## config.mk

```make
export PLATFORM = sky130hd
export DESIGN_NAME = abs_pos_mon
export DESIGN_NICKNAME = d
export VERILOG_FILES = /design/src/rtl/abs_pos_mon_pkg.sv /design/src/rtl/abs_pos_mon.sv
export SDC_FILE = /design/constraint.sdc
export NUM_CORES = 1
export LEC_CHECK = 0
export BUFFER_PORTS_ARGS = -buffer_cell sky130_fd_sc_hd__clkbuf_2
export CORE_ASPECT_RATIO = 1.2
export CORE_MARGIN = 4
export CORE_UTILIZATION = 50
export DETAILED_ROUTE_END_ITERATION = 7
export PLACE_DENSITY = 0.82
export REMOVE_ABC_BUFFERS = 1
export SYNTH_ARGS = -nofsm -noshare
export SYNTH_HDL_FRONTEND = slang
export SYNTH_SLANG_ARGS = --single-unit
export TNS_END_PERCENT = 50
```

## constraint.sdc

```tcl
create_clock -name sys_clk -period 4.1 [get_ports sys_clk]
set_input_delay 0.41 -clock sys_clk [delete_from_list [all_inputs] [get_ports sys_clk]]
set_output_delay 0.41 -clock sys_clk [all_outputs]
set_load 0.01 [all_outputs]
```

## src/rtl/abs_pos_mon_pkg.sv

```systemverilog
/*
  Package for the absolute position error monitor: error codes, timing and carriers.
  Assumes a 125 MHz system clock.
*/
package abs_pos_mon_pkg;
  localparam int unsigned CLK_HZ = 125000000;
  localparam int unsigned CHECK_PERIOD_US = 3500;
  localparam int unsigned CHECK_CYCLES = (CLK_HZ / 1000000) * CHECK_PERIOD_US;
  localparam logic [15:0] ERR_NONE = 16'h0000;
  localparam logic [15:0] ERR_HOME_REQ = 16'h2eea;
  localparam logic [15:0] ERR_ENC_COMM = 16'h2ef4;
  localparam logic [15:0] ERR_ENC_JUMP = 16'h2efe;
  localparam logic [15:0] ERR_ENC_MISMATCH = 16'h2f08;
  localparam logic [15:0] ERR_MISMATCH_CONT = 16'h2f12;
  localparam logic [15:0] SERVO_ERR_A = 16'h07e9;
  localparam logic [15:0] SERVO_ERR_B = 16'h085f;
  localparam logic [15:0] SERVO_ERR_C = 16'h0b61;
  localparam logic [15:0] MAJOR_ERR_A = 16'h04b2;
  localparam logic [15:0] MAJOR_ERR_B = 16'h04b3;
  localparam logic [15:0] MAJOR_ERR_C = 16'h04b4;
  localparam logic [31:0] POS_RESET = 32'h0000_0000;

  typedef struct packed {
    logic        amp_power_on;
    logic        enc_comm_fail;
    logic        servo_err_valid;
    logic [15:0] servo_err_code;
    logic        major_err_valid;
    logic [15:0] major_err_code;
    logic        abs_data_lost;
    logic        dir_param_changed;
    logic        mismatch_cont;
  } amp_status_t;

  typedef struct packed {
    logic home_start;
    logic home_done;
    logic home_fail;
  } home_ctl_t;

  typedef enum logic [1:0] {
    HOME_NEVER = 2'b00,
    HOME_RUN   = 2'b01,
    HOME_OK    = 2'b10,
    HOME_REQ   = 2'b11
  } home_state_t;
endpackage

```

## src/rtl/abs_pos_mon.sv

```systemverilog
/*
  Per-axis absolute position error monitor.
  Assumes the amplifier-side status and position words arrive synchronous to sys_clk.
*/
module abs_pos_mon
  import abs_pos_mon_pkg::*;
#(
  parameter int unsigned POS_W = 32,
  parameter int unsigned ENC_BITS = 18,
  parameter int unsigned CHECK_CNT = CHECK_CYCLES,
  parameter bit COMM_FAIL_REQ = 1'b1
) (
  input wire logic sys_clk,
  input wire logic rst_b,
  input wire amp_status_t amp_st,
  input wire home_ctl_t home_ctl,
  input wire logic [POS_W-1:0] enc_pos,
  input wire logic [POS_W-1:0] fb_pos,
  output logic home_req,
  output logic err_valid,
  output logic [15:0] err_code,
  output logic warn_continue
);
  // ==========================================================
  // Interval and home state
  localparam logic [31:0] HALF_REV = 32'(1) << (ENC_BITS - 1);
  localparam logic [31:0] ENC_MASK = (32'(1) << ENC_BITS) - 32'(1);

  home_state_t home_ff, nxt_home;
  logic [31:0] tick_ff, nxt_tick;
  logic [31:0] ref_ff, nxt_ref;
  logic req_ff, nxt_req;
  logic errv_ff, nxt_errv;
  logic [15:0] code_ff, nxt_code;
  logic warn_ff, nxt_warn;

  logic servo_hit, major_hit, jump_hit, mism_hit, comm_hit, any_req;
  logic [31:0] enc_cur, delta;

  // ==========================================================
  // Encoder checks and fault decode
  always_comb begin
    // Jump is measured on the full multi-turn count, so a wrap of the single-turn bits is no jump.
    enc_cur = enc_pos[31:0];
    delta = enc_cur - ref_ff;
    if (delta[31]) begin
      delta = ref_ff - enc_cur;
    end
    servo_hit = amp_st.servo_err_valid && (amp_st.servo_err_code == SERVO_ERR_A ||
      amp_st.servo_err_code == SERVO_ERR_B || amp_st.servo_err_code == SERVO_ERR_C);
    major_hit = amp_st.major_err_valid && (amp_st.major_err_code == MAJOR_ERR_A ||
      amp_st.major_err_code == MAJOR_ERR_B || amp_st.major_err_code == MAJOR_ERR_C ||
      amp_st.major_err_code == ERR_ENC_COMM || amp_st.major_err_code == ERR_ENC_JUMP ||
      amp_st.major_err_code == ERR_ENC_MISMATCH);
    comm_hit = amp_st.amp_power_on && amp_st.enc_comm_fail;
    jump_hit = amp_st.amp_power_on && (tick_ff == 32'(CHECK_CNT - 1)) &&
      (delta > HALF_REV);
    mism_hit = amp_st.amp_power_on &&
      ((enc_pos[31:0] & ENC_MASK) != (fb_pos[31:0] & ENC_MASK));
    any_req = servo_hit || major_hit || jump_hit || mism_hit || amp_st.abs_data_lost ||
      amp_st.dir_param_changed || home_ctl.home_fail || (comm_hit && COMM_FAIL_REQ);
  end

  // ==========================================================
  // Next state
  always_comb begin
    nxt_home = home_ff;
    nxt_tick = tick_ff;
    nxt_ref = ref_ff;
    nxt_req = req_ff;
    nxt_errv = errv_ff;
    nxt_code = code_ff;
    nxt_warn = amp_st.amp_power_on && amp_st.mismatch_cont;
    if (!amp_st.amp_power_on) begin
      nxt_tick = 32'h0000_0000;
      nxt_ref = enc_cur;
    end else if (tick_ff == 32'(CHECK_CNT - 1)) begin
      nxt_tick = 32'h0000_0000;
      nxt_ref = enc_cur;
    end else begin
      nxt_tick = tick_ff + 32'(1);
    end
    case (home_ff)
      HOME_NEVER: begin
        nxt_req = 1'b1;
        if (home_ctl.home_start) begin
          nxt_home = HOME_RUN;
        end
      end
      HOME_RUN: begin
        if (home_ctl.home_fail) begin
          nxt_home = HOME_REQ;
        end else if (home_ctl.home_done) begin
          nxt_home = HOME_OK;
          nxt_req = 1'b0;
          nxt_errv = 1'b0;
          nxt_code = ERR_NONE;
        end
      end
      HOME_OK: begin
        if (home_ctl.home_start) begin
          nxt_home = HOME_RUN;
        end
      end
      HOME_REQ: begin
        nxt_req = 1'b1;
        if (home_ctl.home_start) begin
          nxt_home = HOME_RUN;
        end
      end
      default: begin
        nxt_home = HOME_NEVER;
      end
    endcase
    if (home_ff == HOME_NEVER || home_ff == HOME_REQ) begin
      nxt_errv = 1'b1;
      nxt_code = ERR_HOME_REQ;
    end
    if (any_req) begin
      if (home_ff != HOME_RUN || home_ctl.home_fail) begin
        nxt_home = HOME_REQ;
      end
      nxt_req = 1'b1;
      nxt_errv = 1'b1;
      if (jump_hit) begin
        nxt_code = ERR_ENC_JUMP;
      end else if (mism_hit) begin
        nxt_code = ERR_ENC_MISMATCH;
      end else if (comm_hit) begin
        nxt_code = ERR_ENC_COMM;
      end else begin
        nxt_code = ERR_HOME_REQ;
      end
    end else if (comm_hit) begin
      nxt_errv = 1'b1;
      nxt_code = ERR_ENC_COMM;
    end else if (nxt_warn && !errv_ff) begin
      nxt_errv = 1'b1;
      nxt_code = ERR_MISMATCH_CONT;
    end
  end

  // ==========================================================
  // Registers
  always_ff @(posedge sys_clk or negedge rst_b) begin
    if (!rst_b) begin
      home_ff <= HOME_NEVER;
      tick_ff <= 32'h0000_0000;
      ref_ff <= POS_RESET;
      req_ff <= 1'b1;
      errv_ff <= 1'b0;
      code_ff <= ERR_NONE;
      warn_ff <= 1'b0;
    end else begin
      home_ff <= nxt_home;
      tick_ff <= nxt_tick;
      ref_ff <= nxt_ref;
      req_ff <= nxt_req;
      errv_ff <= nxt_errv;
      code_ff <= nxt_code;
      warn_ff <= nxt_warn;
    end
  end

  assign home_req = req_ff;
  assign err_valid = errv_ff;
  assign err_code = code_ff;
  assign warn_continue = warn_ff;

  // ==========================================================
  // Assertions
  a_never_homed_req: assert property (@(posedge sys_clk) disable iff (!rst_b)
    home_ff == HOME_NEVER |-> home_req) else $error("home request low before first return");
  a_fail_sets_req: assert property (@(posedge sys_clk) disable iff (!rst_b)
    home_ff == HOME_RUN && home_ctl.home_fail |=> home_req && err_code == ERR_HOME_REQ)
    else $error("failed return did not request home");
  a_lost_sets_req: assert property (@(posedge sys_clk) disable iff (!rst_b)
    amp_st.abs_data_lost |=> home_req) else $error("lost data no request");
  a_servo_err_req: assert property (@(posedge sys_clk) disable iff (!rst_b)
    servo_hit |=> home_req && err_valid) else $error("servo fault no request");
  a_major_err_req: assert property (@(posedge sys_clk) disable iff (!rst_b)
    major_hit |=> home_req) else $error("major error no request");
  a_dir_change_req: assert property (@(posedge sys_clk) disable iff (!rst_b)
    amp_st.dir_param_changed |=> home_req) else $error("direction change no request");
  a_comm_err_code: assert property (@(posedge sys_clk) disable iff (!rst_b)
    comm_hit && !jump_hit && !mism_hit |=> err_code == ERR_ENC_COMM && err_valid)
    else $error("comm fault code wrong");
  a_jump_err_code: assert property (@(posedge sys_clk) disable iff (!rst_b)
    jump_hit |=> err_code == ERR_ENC_JUMP && home_req) else $error("jump not flagged");
  a_tick_runs_on: assert property (@(posedge sys_clk) disable iff (!rst_b)
    amp_st.amp_power_on && tick_ff < 32'(CHECK_CNT - 1) |=> tick_ff == $past(tick_ff) + 32'(1))
    else $error("interval counter stalled");
  a_mismatch_code: assert property (@(posedge sys_clk) disable iff (!rst_b)
    mism_hit && !jump_hit |=> err_code == ERR_ENC_MISMATCH && home_req)
    else $error("mismatch not flagged");
  a_warn_no_req: assert property (@(posedge sys_clk) disable iff (!rst_b)
    home_ff == HOME_OK && !any_req && !home_ctl.home_start && amp_st.mismatch_cont
    && amp_st.amp_power_on |=> !home_req && warn_continue)
    else $error("continue warning raised request");
  a_req_holds: assert property (@(posedge sys_clk) disable iff (!rst_b)
    home_req && !(home_ff == HOME_RUN && home_ctl.home_done) |=> home_req)
    else $error("request dropped early");
  c_home_done: cover property (@(posedge sys_clk) disable iff (!rst_b)
    home_ff == HOME_RUN ##1 home_ff == HOME_OK);
  c_jump_seen: cover property (@(posedge sys_clk) disable iff (!rst_b) jump_hit);
  c_warn_seen: cover property (@(posedge sys_clk) disable iff (!rst_b)
    warn_continue && !home_req);
  c_comm_seen: cover property (@(posedge sys_clk) disable iff (!rst_b)
    comm_hit ##1 err_code == ERR_ENC_COMM);
  c_mismatch_seen: cover property (@(posedge sys_clk) disable iff (!rst_b)
    mism_hit ##1 err_code == ERR_ENC_MISMATCH);
endmodule

```

Yosys cells after proc, flatten, opt, wreduce, memory -nomap -nowiden
Cells that the tools add are included.

Output and inout port bits: 19. Input port bits: 108. Bits in registers: 85. Word-level logic and storage cells: 93.

Reductions and logical operators: 33. Add/sub/neg operators: 3. $lt $le $gt $ge: 1. Equal/unequal tests: 19. Muxes and demuxes: 30.

Operators by type and width (number): 32-bit 2-to-1 mux (5); 16-bit 2-to-1 mux (7); 16-bit by 11-bit == test with 1-bit output (second input constant) (4); 32-bit subtractor (2); 16-bit by 14-bit == test with 1-bit output (second input constant) (3); 32-bit by 1-bit adder with 32-bit output (second input constant) (1); 16-bit by 12-bit == test with 1-bit output (second input constant) (2); 32-bit by 19-bit == test with 1-bit output (second input constant) (1); 32-bit by 18-bit greater-than comparator with 1-bit output (second input constant) (1); 9-bit 2-to-1 mux (2); 18-bit inequality test (1); 1-bit logical OR (16); 2-bit 2-to-1 mux (5); 5-bit nonzero test (2); 1-bit logical AND (8); 1-bit 2-to-1 mux (8); 3-bit inequality test (second input constant) (2); 3-bit AND reduction (2); 5-bit 2-to-1 mux (1); 5-bit by 1-bit inequality test with 1-bit output (second input constant) (1); 2-bit == test (second input constant) (2); 2-bit by 1-bit inequality test with 1-bit output (second input constant) (2); 2-bit case mux with 2 select lines (1); 3-bit nonzero test (1); 6 further kinds (6).

Longest topological paths before layout
Gate-level depths: netlist (run 1).

Depth after elaboration: 16. Mapped depth: 16. Gate-level depth less buffers: 14.

Worst setup path after synthesis (run 1)
OpenSTA, ideal clock, no wires.

Path type: input port to flip-flop. Start point: in enc_pos[28]. End point: reg errv_ff, in the netlist err_valid. Setup time: 0.140 ns. Buffers on the path: 1. Required time: 3.960 ns. Cell stages on the path: 15. Arrival: 3.626 ns. Slack: 0.334 ns. Path through: inv_1 -> ha_1 -> buf_6 -> a21oi_2 -> o21bai_2 -> a221oi_4 -> o2111ai_1 -> and2_4 -> nor2_1 -> mux2_1 -> or3_1 -> a2111oi_2 -> a311oi_1 -> nor2_4 -> nand4_1.

Word-level cells in the longest chain between the ends: 12. Elaborated cells on any way between the ends: 16. Classes of those cells: add/sub: 2; order compare: 1; eq/ne: 1; mux: 2; reduce/logical: 10.

RTL lines: from (decl) (line abs_pos_mon.sv:17) `input wire logic [POS_W-1:0] enc_pos,`; 32-bit subtractor (on tied branches) (line abs_pos_mon.sv:45, abs_pos_mon.sv:47); 32-bit 2-to-1 mux * (line abs_pos_mon.sv:46) `if (delta[31]) begin`; 32-bit by 18-bit greater-than comparator with 1-bit output * (line abs_pos_mon.sv:57) `(delta > HALF_REV);`; 1-bit logical AND * (line abs_pos_mon.sv:56) `jump_hit = amp_st.amp_power_on && (tick_ff == 32'(CHECK_CNT - 1)) &&`; 1-bit logical OR * (4 in series) (line abs_pos_mon.sv:60) `any_req = servo_hit || major_hit || jump_hit || mism_hit || amp_st.abs_data_lost ||`; 1-bit logical OR * (2 in series) (line abs_pos_mon.sv:61) `amp_st.dir_param_changed || home_ctl.home_fail || (comm_hit && COMM_FAIL_REQ);`; 5-bit by 1-bit inequality test with 1-bit output (no line) or 5-bit nonzero test (tied branches); 3-bit AND reduction (no line); to (signal assigned) (line abs_pos_mon.sv:159) `errv_ff <= nxt_errv;`; to (decl) (line abs_pos_mon.sv:33) `logic errv_ff, nxt_errv;`.

Mark *: on every way between the ends. The rest lies on a longest branch, timed or not. A chain may end at the register's enable or synchronous reset.

Worst setup path in the final report (run 1)
Start point: reg ref_ff[12]. End point: reg errv_ff, in the netlist err_valid.

Word-level cells in the longest chain between the ends: 12. Elaborated cells on any way between the ends: 16. Classes of those cells: add/sub: 2; order compare: 1; eq/ne: 1; mux: 2; reduce/logical: 10.

RTL lines: from (decl) (line abs_pos_mon.sv:31) `logic [31:0] ref_ff, nxt_ref;`; from (signal assigned) (line abs_pos_mon.sv:157) `ref_ff <= nxt_ref;`; 32-bit subtractor (on tied branches) (line abs_pos_mon.sv:45, abs_pos_mon.sv:47); 32-bit 2-to-1 mux * (line abs_pos_mon.sv:46); 32-bit by 18-bit greater-than comparator with 1-bit output * (line abs_pos_mon.sv:57); 1-bit logical AND * (line abs_pos_mon.sv:56); 1-bit logical OR * (4 in series) (line abs_pos_mon.sv:60); 1-bit logical OR * (2 in series) (line abs_pos_mon.sv:61); 5-bit by 1-bit inequality test with 1-bit output (no line) or 5-bit nonzero test (tied branches); 3-bit AND reduction (no line).

Marked as above.

==> results of run 1 <==
-- worst max-delay path by stage --
stage / endpoint / cells past startpoint / start / slack [ns]
after floorplan: err_valid$_DFFE_PN0P_ / 14 / enc_pos[26] / -0.07
after global placement: err_valid$_DFFE_PN0P_ / 16 / enc_pos[18] / -0.15
after detailed placement: err_valid$_DFFE_PN0P_ / 16 / enc_pos[18] / -0.23
after CTS: err_valid$_DFFE_PN0P_ / 16 / ref_ff[18]$_DFFE_PN0P_ / 0.02
after global routing: err_code[8]$_DFFE_PN0P_ / 16 / ref_ff[17]$_DFFE_PN0P_ / -0.02
final: err_valid$_DFFE_PN0P_ / 16 / ref_ff[12]$_DFFE_PN0P_ / 0.13
-- sequential cells by signal, summed over array words and instances, names as in the netlist --
signal and flops:
err_valid 1, warn_continue 1, tick_ff 32, ref_ff 32, err_code 6, home_ff 2, home_req 1
-- Yosys cell counts (all sizes together) (5+ instances only) --
cell type	instances	area share
a21o	12	0.012
xor2	25	0.029
or3	12	0.010
o21bai	13	0.013
o21a	12	0.012
o21ai	98	0.065
a211oi	8	0.0086
clkbuf	17	0.0086
inv	83	0.041
nor3	23	0.016
nand2b	9	0.0075
ha	65	0.11
xnor2	40	0.046
mux2i	6	0.0080
a221oi	9	0.014
nand4	26	0.022
o211ai	9	0.0096
nor2	81	0.041
and3	14	0.012
nand2	105	0.052
or2	5	0.0042
buf	36	0.029
nor2b	6	0.0050
a21oi	103	0.070
dfrtp	74	0.25
and2	7	0.0061
a31oi	9	0.0075
nand3	16	0.011
nor4	20	0.017
-- worst max-delay path, delay by kind of cell, from the launching register on --
family,cells,cell delay [ns]
flip-flops,1,0.38
buffers and inverters,3,0.50
adder cells (fa/ha/maj),1,0.34
AO/OA/AOI/OAI,3,0.52
AND/OR/NAND/NOR,9,2.10
-- kinds of logic after synthesis --
logic type / Yosys count / share of synthesized area
AND/OR/NAND/NOR: 339 / 0.2207
adder cells (fa/ha/maj): 67 / 0.1133
flip-flops: 75 / 0.2493
other: 1 / 0.0004977
AO/OA/AOI/OAI: 307 / 0.2509
XOR/XNOR: 65 / 0.07556
multiplexers: 8 / 0.01096
buffers and inverters: 136 / 0.07888
-- per-stage QoR --
| step | cells | setup WS, ns | hold slack [ns] | cell area [sq um] | TNS, ns |
|---|---|---|---|---|---|
| 3_3_place_gp | 1407 | -0.1515 | 0.4517 | 9205 | -1.067 |
| 3_5_place_dp | 1407 | -0.2319 | 0.4566 | 9205 | -1.818 |
| 4_1_cts | 1423 | 0.01684 | 0.2656 | 9514 | 0 |
| 5_1_grt | 1430 | -0.02017 | 0.3027 | 9788 | -0.03814 |
| 6_report | 1430 | 0.1338 | 0.1875 | 9788 | 0 |
| 2_1_floorplan | 948 | -0.06662 | 0.1144 | 7263 | -0.2843 |
-- layer usage --
metal  GRT usage  share of wire
met1      0.3154           0.40
met2      0.5098           0.52
met3     0.04811          0.053
met4     0.09771          0.028
met5           0              0
-- what timing repair did --
action,4_1_cts,5_1_grt
hold endpoints to repair,0,0
gates resized for setup,7,36
pin swaps,3,12
setup buffers,0,7
setup endpoints to repair,10,10
-- final cells by class --
cell class	instances	area share
Clock inverter	7	0.005624
Clock buffer	9	0.02301
Sequential cell	75	0.1919
Multi-Input combinational cell	790	0.5429
Tap cell	200	0.02557
Inverter	83	0.03183
Timing Repair Buffer	266	0.1792
-- report_power, final --
group | leakage, nW | internal (mW) | switching (mW)
registers | 0.955 | 0.773 | 0.0222
logic | 3.52 | 0.639 | 0.791
clock network | 0.139 | 0.419 | 0.374
total | 4.61 | 1.83 | 1.19
==> flow_summary.ini, run 1 <==
[floorplan]
num_rows = 48
die_y_um = 142.5
die_w_um = 120.1
start_util = 0.5163
die_area_sq_um = 17110
io_pins = 127
core_sq_um = 14590

[layout]
syn_to_final_growth_pct = 29.91
final_nets = 1400
multiInputGateArea_sq_um = 5314
utilization = 0.6707
layout-drive-gt1-share = 0.2707
layout_commonest_cell = buf_4
seqCellArea_sq_um = 1878
fillers = 1206
n_antenna_cell = 0
final_cell_mix = 157 x buf_4, 107 x clkbuf_2, 102 x nand2_1, 95 x o21ai_0, 94 x a21oi_1

[critical_path]
startpoint_type = flip-flop
critPathKind = flip-flop to flip-flop
reg2reg_slack_ns = 0.13
reg2reg_from = ref_ff[12]$_DFFE_PN0P_
slowest_stage = or4_1
cp-end-kind = flip-flop
cp_common_cell = buf_4
crit_chain = ha_1 > nand4_1 > nor3_4 > nand2_2 > buf_4 > o2111ai_4 > and2_4 > buf_4 > o211ai_1 > and3_1 > or4_1 > nor4_2 > a41oi_1 > buf_4 > nor2_4 > nand4_1
max_stage_delay_ns = 0.54
r2r_cells = 16
crit_fanout = 8
reg2reg_to = err_valid$_DFFE_PN0P_
cp.arrival_ns = 4.19
worst_ep_required_time_ns = 4.32

[clocking]
root_buffer = clkbuf_16
htreeDepth = 3
clock_sinks = 75
cts_buffers = 9
hold_buffers = 0
clk_latency_ns = 0.36
cts_tree = built
cts_buffer_depth = 2
path_clk_slew_ns = 0.07

[yosys]
ys.flop_type = dfrtp_1
postSynthAreaPerCell_sq_um = 7.550
yosysSeqAreaShare = 0.2493
synth-async-reset-ratio = 1.000
yosys_warnings = 0
syn_area_sq_um = 7535
synth-edff-count = 0
ys_seq_elements = 75
netlist_instances = 998
synth_cell_types = 75

[hold_path]
holdCritPathClass = primary input to async pin

[power_and_ir_drop]
leakage_nw = 4.609
max-vdd-ir-drop_uv = 268.6
cellPowerDensity_nw_per_um2 = 308.4
power.total_mw = 3.018

[placed_design]
dp_hpwl_um = 18880
gp_congestion = 0.9732
portBuffers = 108

[timing]
clock_skew_ns = 0.008042
fin_crit_sh = 0.9674
period_needed_ns = 3.966
max_freq_ghz = 0.2521
slew_violations = 0
tightest_slew_ns = 1.010
relSlewSlack = 0.3265
hold_viol = 0
setup_viol = 0

[detailed_routing]
dr.pass1.iters = 5
wl_um = 23750
vias = 8176
wl_per_cell_um = 16.61
ant_nets = 0
via_per_inst = 5.717
drt_iter0_markers = 482
drc = 0

[global_route]
grt_overflow = 0
grt_pass1_wl_um = 38480
grt_max_degree = 76
grt_pass1_vias = 8173
grt_use_total = 0.2745
grt_antenna_before_repair = 0

[run]
cap_violations = 0

[status]
status = completed
Power figures use the tool's default switching activity.
==> run 2: changes to the inputs <==
==> constraint.sdc (replaced) <==
create_clock -name sys_clk -period 4.1 [get_ports sys_clk]
set_input_delay 0.82 -clock sys_clk [delete_from_list [all_inputs] [get_ports sys_clk]]
set_output_delay 0.82 -clock sys_clk [all_outputs]
set_load 0.01 [all_outputs]
==> run 2 against run 1 <==
The run now ends with negative setup slack left; clock power is 11% higher; clock skew is 0.0067 ns higher; flip-flop and latch count stayed put; total power is 15% higher; fmax is 5.2% lower; global-route usage is 1.8 points higher; via count is 12% higher; setup slack worse by 0.22 ns; die area stayed put; routed wire length is 20% higher; hold slack better by 0.28 ns; critical path depth is 3 higher.
==> flow_summary.ini, run 2 (same netlist as run 1, synthesis figures left out) <==
[layout]
layout-drive-gt1-share = 0.3811
final_cell_mix = 215 x buf_4, 97 x nand2_1, 97 x clkbuf_2, 82 x o21ai_0, 81 x a21oi_1
layout_commonest_cell = buf_4
n_antenna_cell = 0
syn_to_final_growth_pct = 48.54
utilization = 0.7669
final_nets = 1469
finalNonFillerCells = 1499

[critical_path]
slowest_stage = or4_4
crit_end = err_code[8]$_DFFE_PN0P_
max_stage_delay_ns = 0.51
cp_common_cell = buf_4
reg2reg_from = ref_ff[17]$_DFFE_PN0P_
reg2reg_slack_ns = 0.07
worst-path-buf-inv = 6
cp.depth = 19
crit_chain = clkbuf_2 > inv_1 > ha_4 > a21oi_4 > o21ai_2 > a221oi_2 > buf_4 > o2111ai_4 > and2_4 > buf_6 > o211ai_1 > a21oi_1 > or4_4 > nor4_4 > a41oi_2 > buf_4 > nor2_4 > buf_12 > nor2b_1
crit_fanout = 7
startpoint_type = primary input
worst_ep_required_time_ns = 4.39
cp-end-kind = flip-flop
startpoint = enc_pos[16]
r2r_cells = 18
cp.arrival_ns = 4.48
critPathKind = primary input to flip-flop
reg2reg_to = err_code[8]$_DFFE_PN0P_
cp_top_family = simple AND/OR/NAND/NOR gates

[global_route]
grt_pass1_wl_um = 40640
grt_max_degree = 76
grt_use_total = 0.2924
grt_antenna_before_repair = 0
grt_overflow = 0
grt_pass1_vias = 8609

[status]
violations = negative setup slack
status = finished with violations

[timing]
period_needed_ns = 4.182
hold_viol = 0
clock_skew_ns = 0.01472
slew_violations = 0
rsz0062_at_grt = yes
setup_viol = 9
relSlewSlack = 0.3282
fin_setup_tns_ns = -0.4655
setup_slack_ns = -0.08225
hold_ws_ns = 0.4708
tightest_slew_ns = 1.008
fin_crit_sh = 1.020
max_freq_ghz = 0.2391

[clocking]
path_clk_slew_ns = 0.06
clock_sinks = 75
cts_tree = built
hold_buffers = 0
htreeDepth = 3
cts_buffers = 9
cts_buffer_depth = 2
clk_latency_ns = 0.37
root_buffer = clkbuf_16

[power_and_ir_drop]
cellPowerDensity_nw_per_um2 = 311.3
max-vdd-ir-drop_uv = 256.0
leakage_nw = 5.039

[detailed_routing]
via_per_inst = 6.115
drt_iter0_markers = 911
drc = 0
ant_nets = 0
vias = 9166
wl_per_cell_um = 19.03
wl_um = 28530
dr.pass1.iters = 6

[run]
cap_violations = 0

[floorplan]
start_util = 0.5163
core_sq_um = 14590
die_area_sq_um = 17110
die_w_um = 120.1
die_y_um = 142.5
num_rows = 48
io_pins = 127

[placed_design]
gp_congestion = 1.000
dp_cells = 1455
pre_cts_ws_ns = -0.6354
dp_hpwl_um = 19060
portBuffers = 108

[hold_path]
holdCritPathClass = flip-flop to flip-flop
[run 2: worst register-to-register path, delay by kind of cell, from the launching register on]
family | cells | cell delay [ns]
flip-flops | 1 | 0.41
adder cells (fa/ha/maj) | 1 | 0.23
buffers and inverters | 5 | 0.73
AND/OR/NAND/NOR | 5 | 1.37
AO/OA/AOI/OAI | 7 | 1.24
[run 2: how the worst min path moves through the flow]
stage | startpoint | cells past startpoint | to
floorplan | tick_ff[0]$_DFF_PN0_ | 1 | tick_ff[0]$_DFF_PN0_
global placement | tick_ff[0]$_DFF_PN0_ | 1 | tick_ff[0]$_DFF_PN0_
detailed placement | tick_ff[0]$_DFF_PN0_ | 1 | tick_ff[0]$_DFF_PN0_
CTS | tick_ff[0]$_DFF_PN0_ | 1 | tick_ff[0]$_DFF_PN0_
global route | tick_ff[0]$_DFF_PN0_ | 1 | tick_ff[0]$_DFF_PN0_
finish | tick_ff[0]$_DFF_PN0_ | 1 | tick_ff[0]$_DFF_PN0_
[run 2: area by class of cell]
cell class                      count  area, sq um
Inverter                           83        316.6
Fill cell                         880         3402
Sequential cell                    75         1878
Clock buffer                       11        242.7
Timing Repair Buffer              335         2385
Clock inverter                      5        67.56
Multi-Input combinational cell    790         6052
Tap cell                          200        250.2
[run 2: where the power goes]
part | internal [mW] | switching (mW) | leakage (nW)
Combinational | 0.847 | 0.950 | 3.93
Clock | 0.499 | 0.380 | 0.153
Sequential | 0.773 | 0.0353 | 0.955
Total | 2.12 | 1.37 | 5.04
[run 2: timing repair]
action	CTS	global route
hold endpoints to repair	0	0
buffers inserted	5	25
pin swaps	15	67
gates resized for setup	28	182
setup endpoints to repair	10	10
[run 2: layer usage]
metal  vias to the layer above  wire [um]  global-route usage
li1                       4132          -                   -
met5                         -          0                   0
met1                      4241      10080              0.3240
met2                       584      14210              0.5343
met4                         0       2043              0.1604
met3                       209       2194             0.04493
[run 2: per-stage QoR]
| step | total power [mW] | area [sq um] |
|---|---|---|
| floorplan | 1.536 | 7263 |
| global placement | 2.142 | 9565 |
| detailed placement | 2.166 | 9565 |
| CTS | 3.098 | 10090 |
| global route | 3.623 | 11190 |
| finish | 3.484 | 11190 |
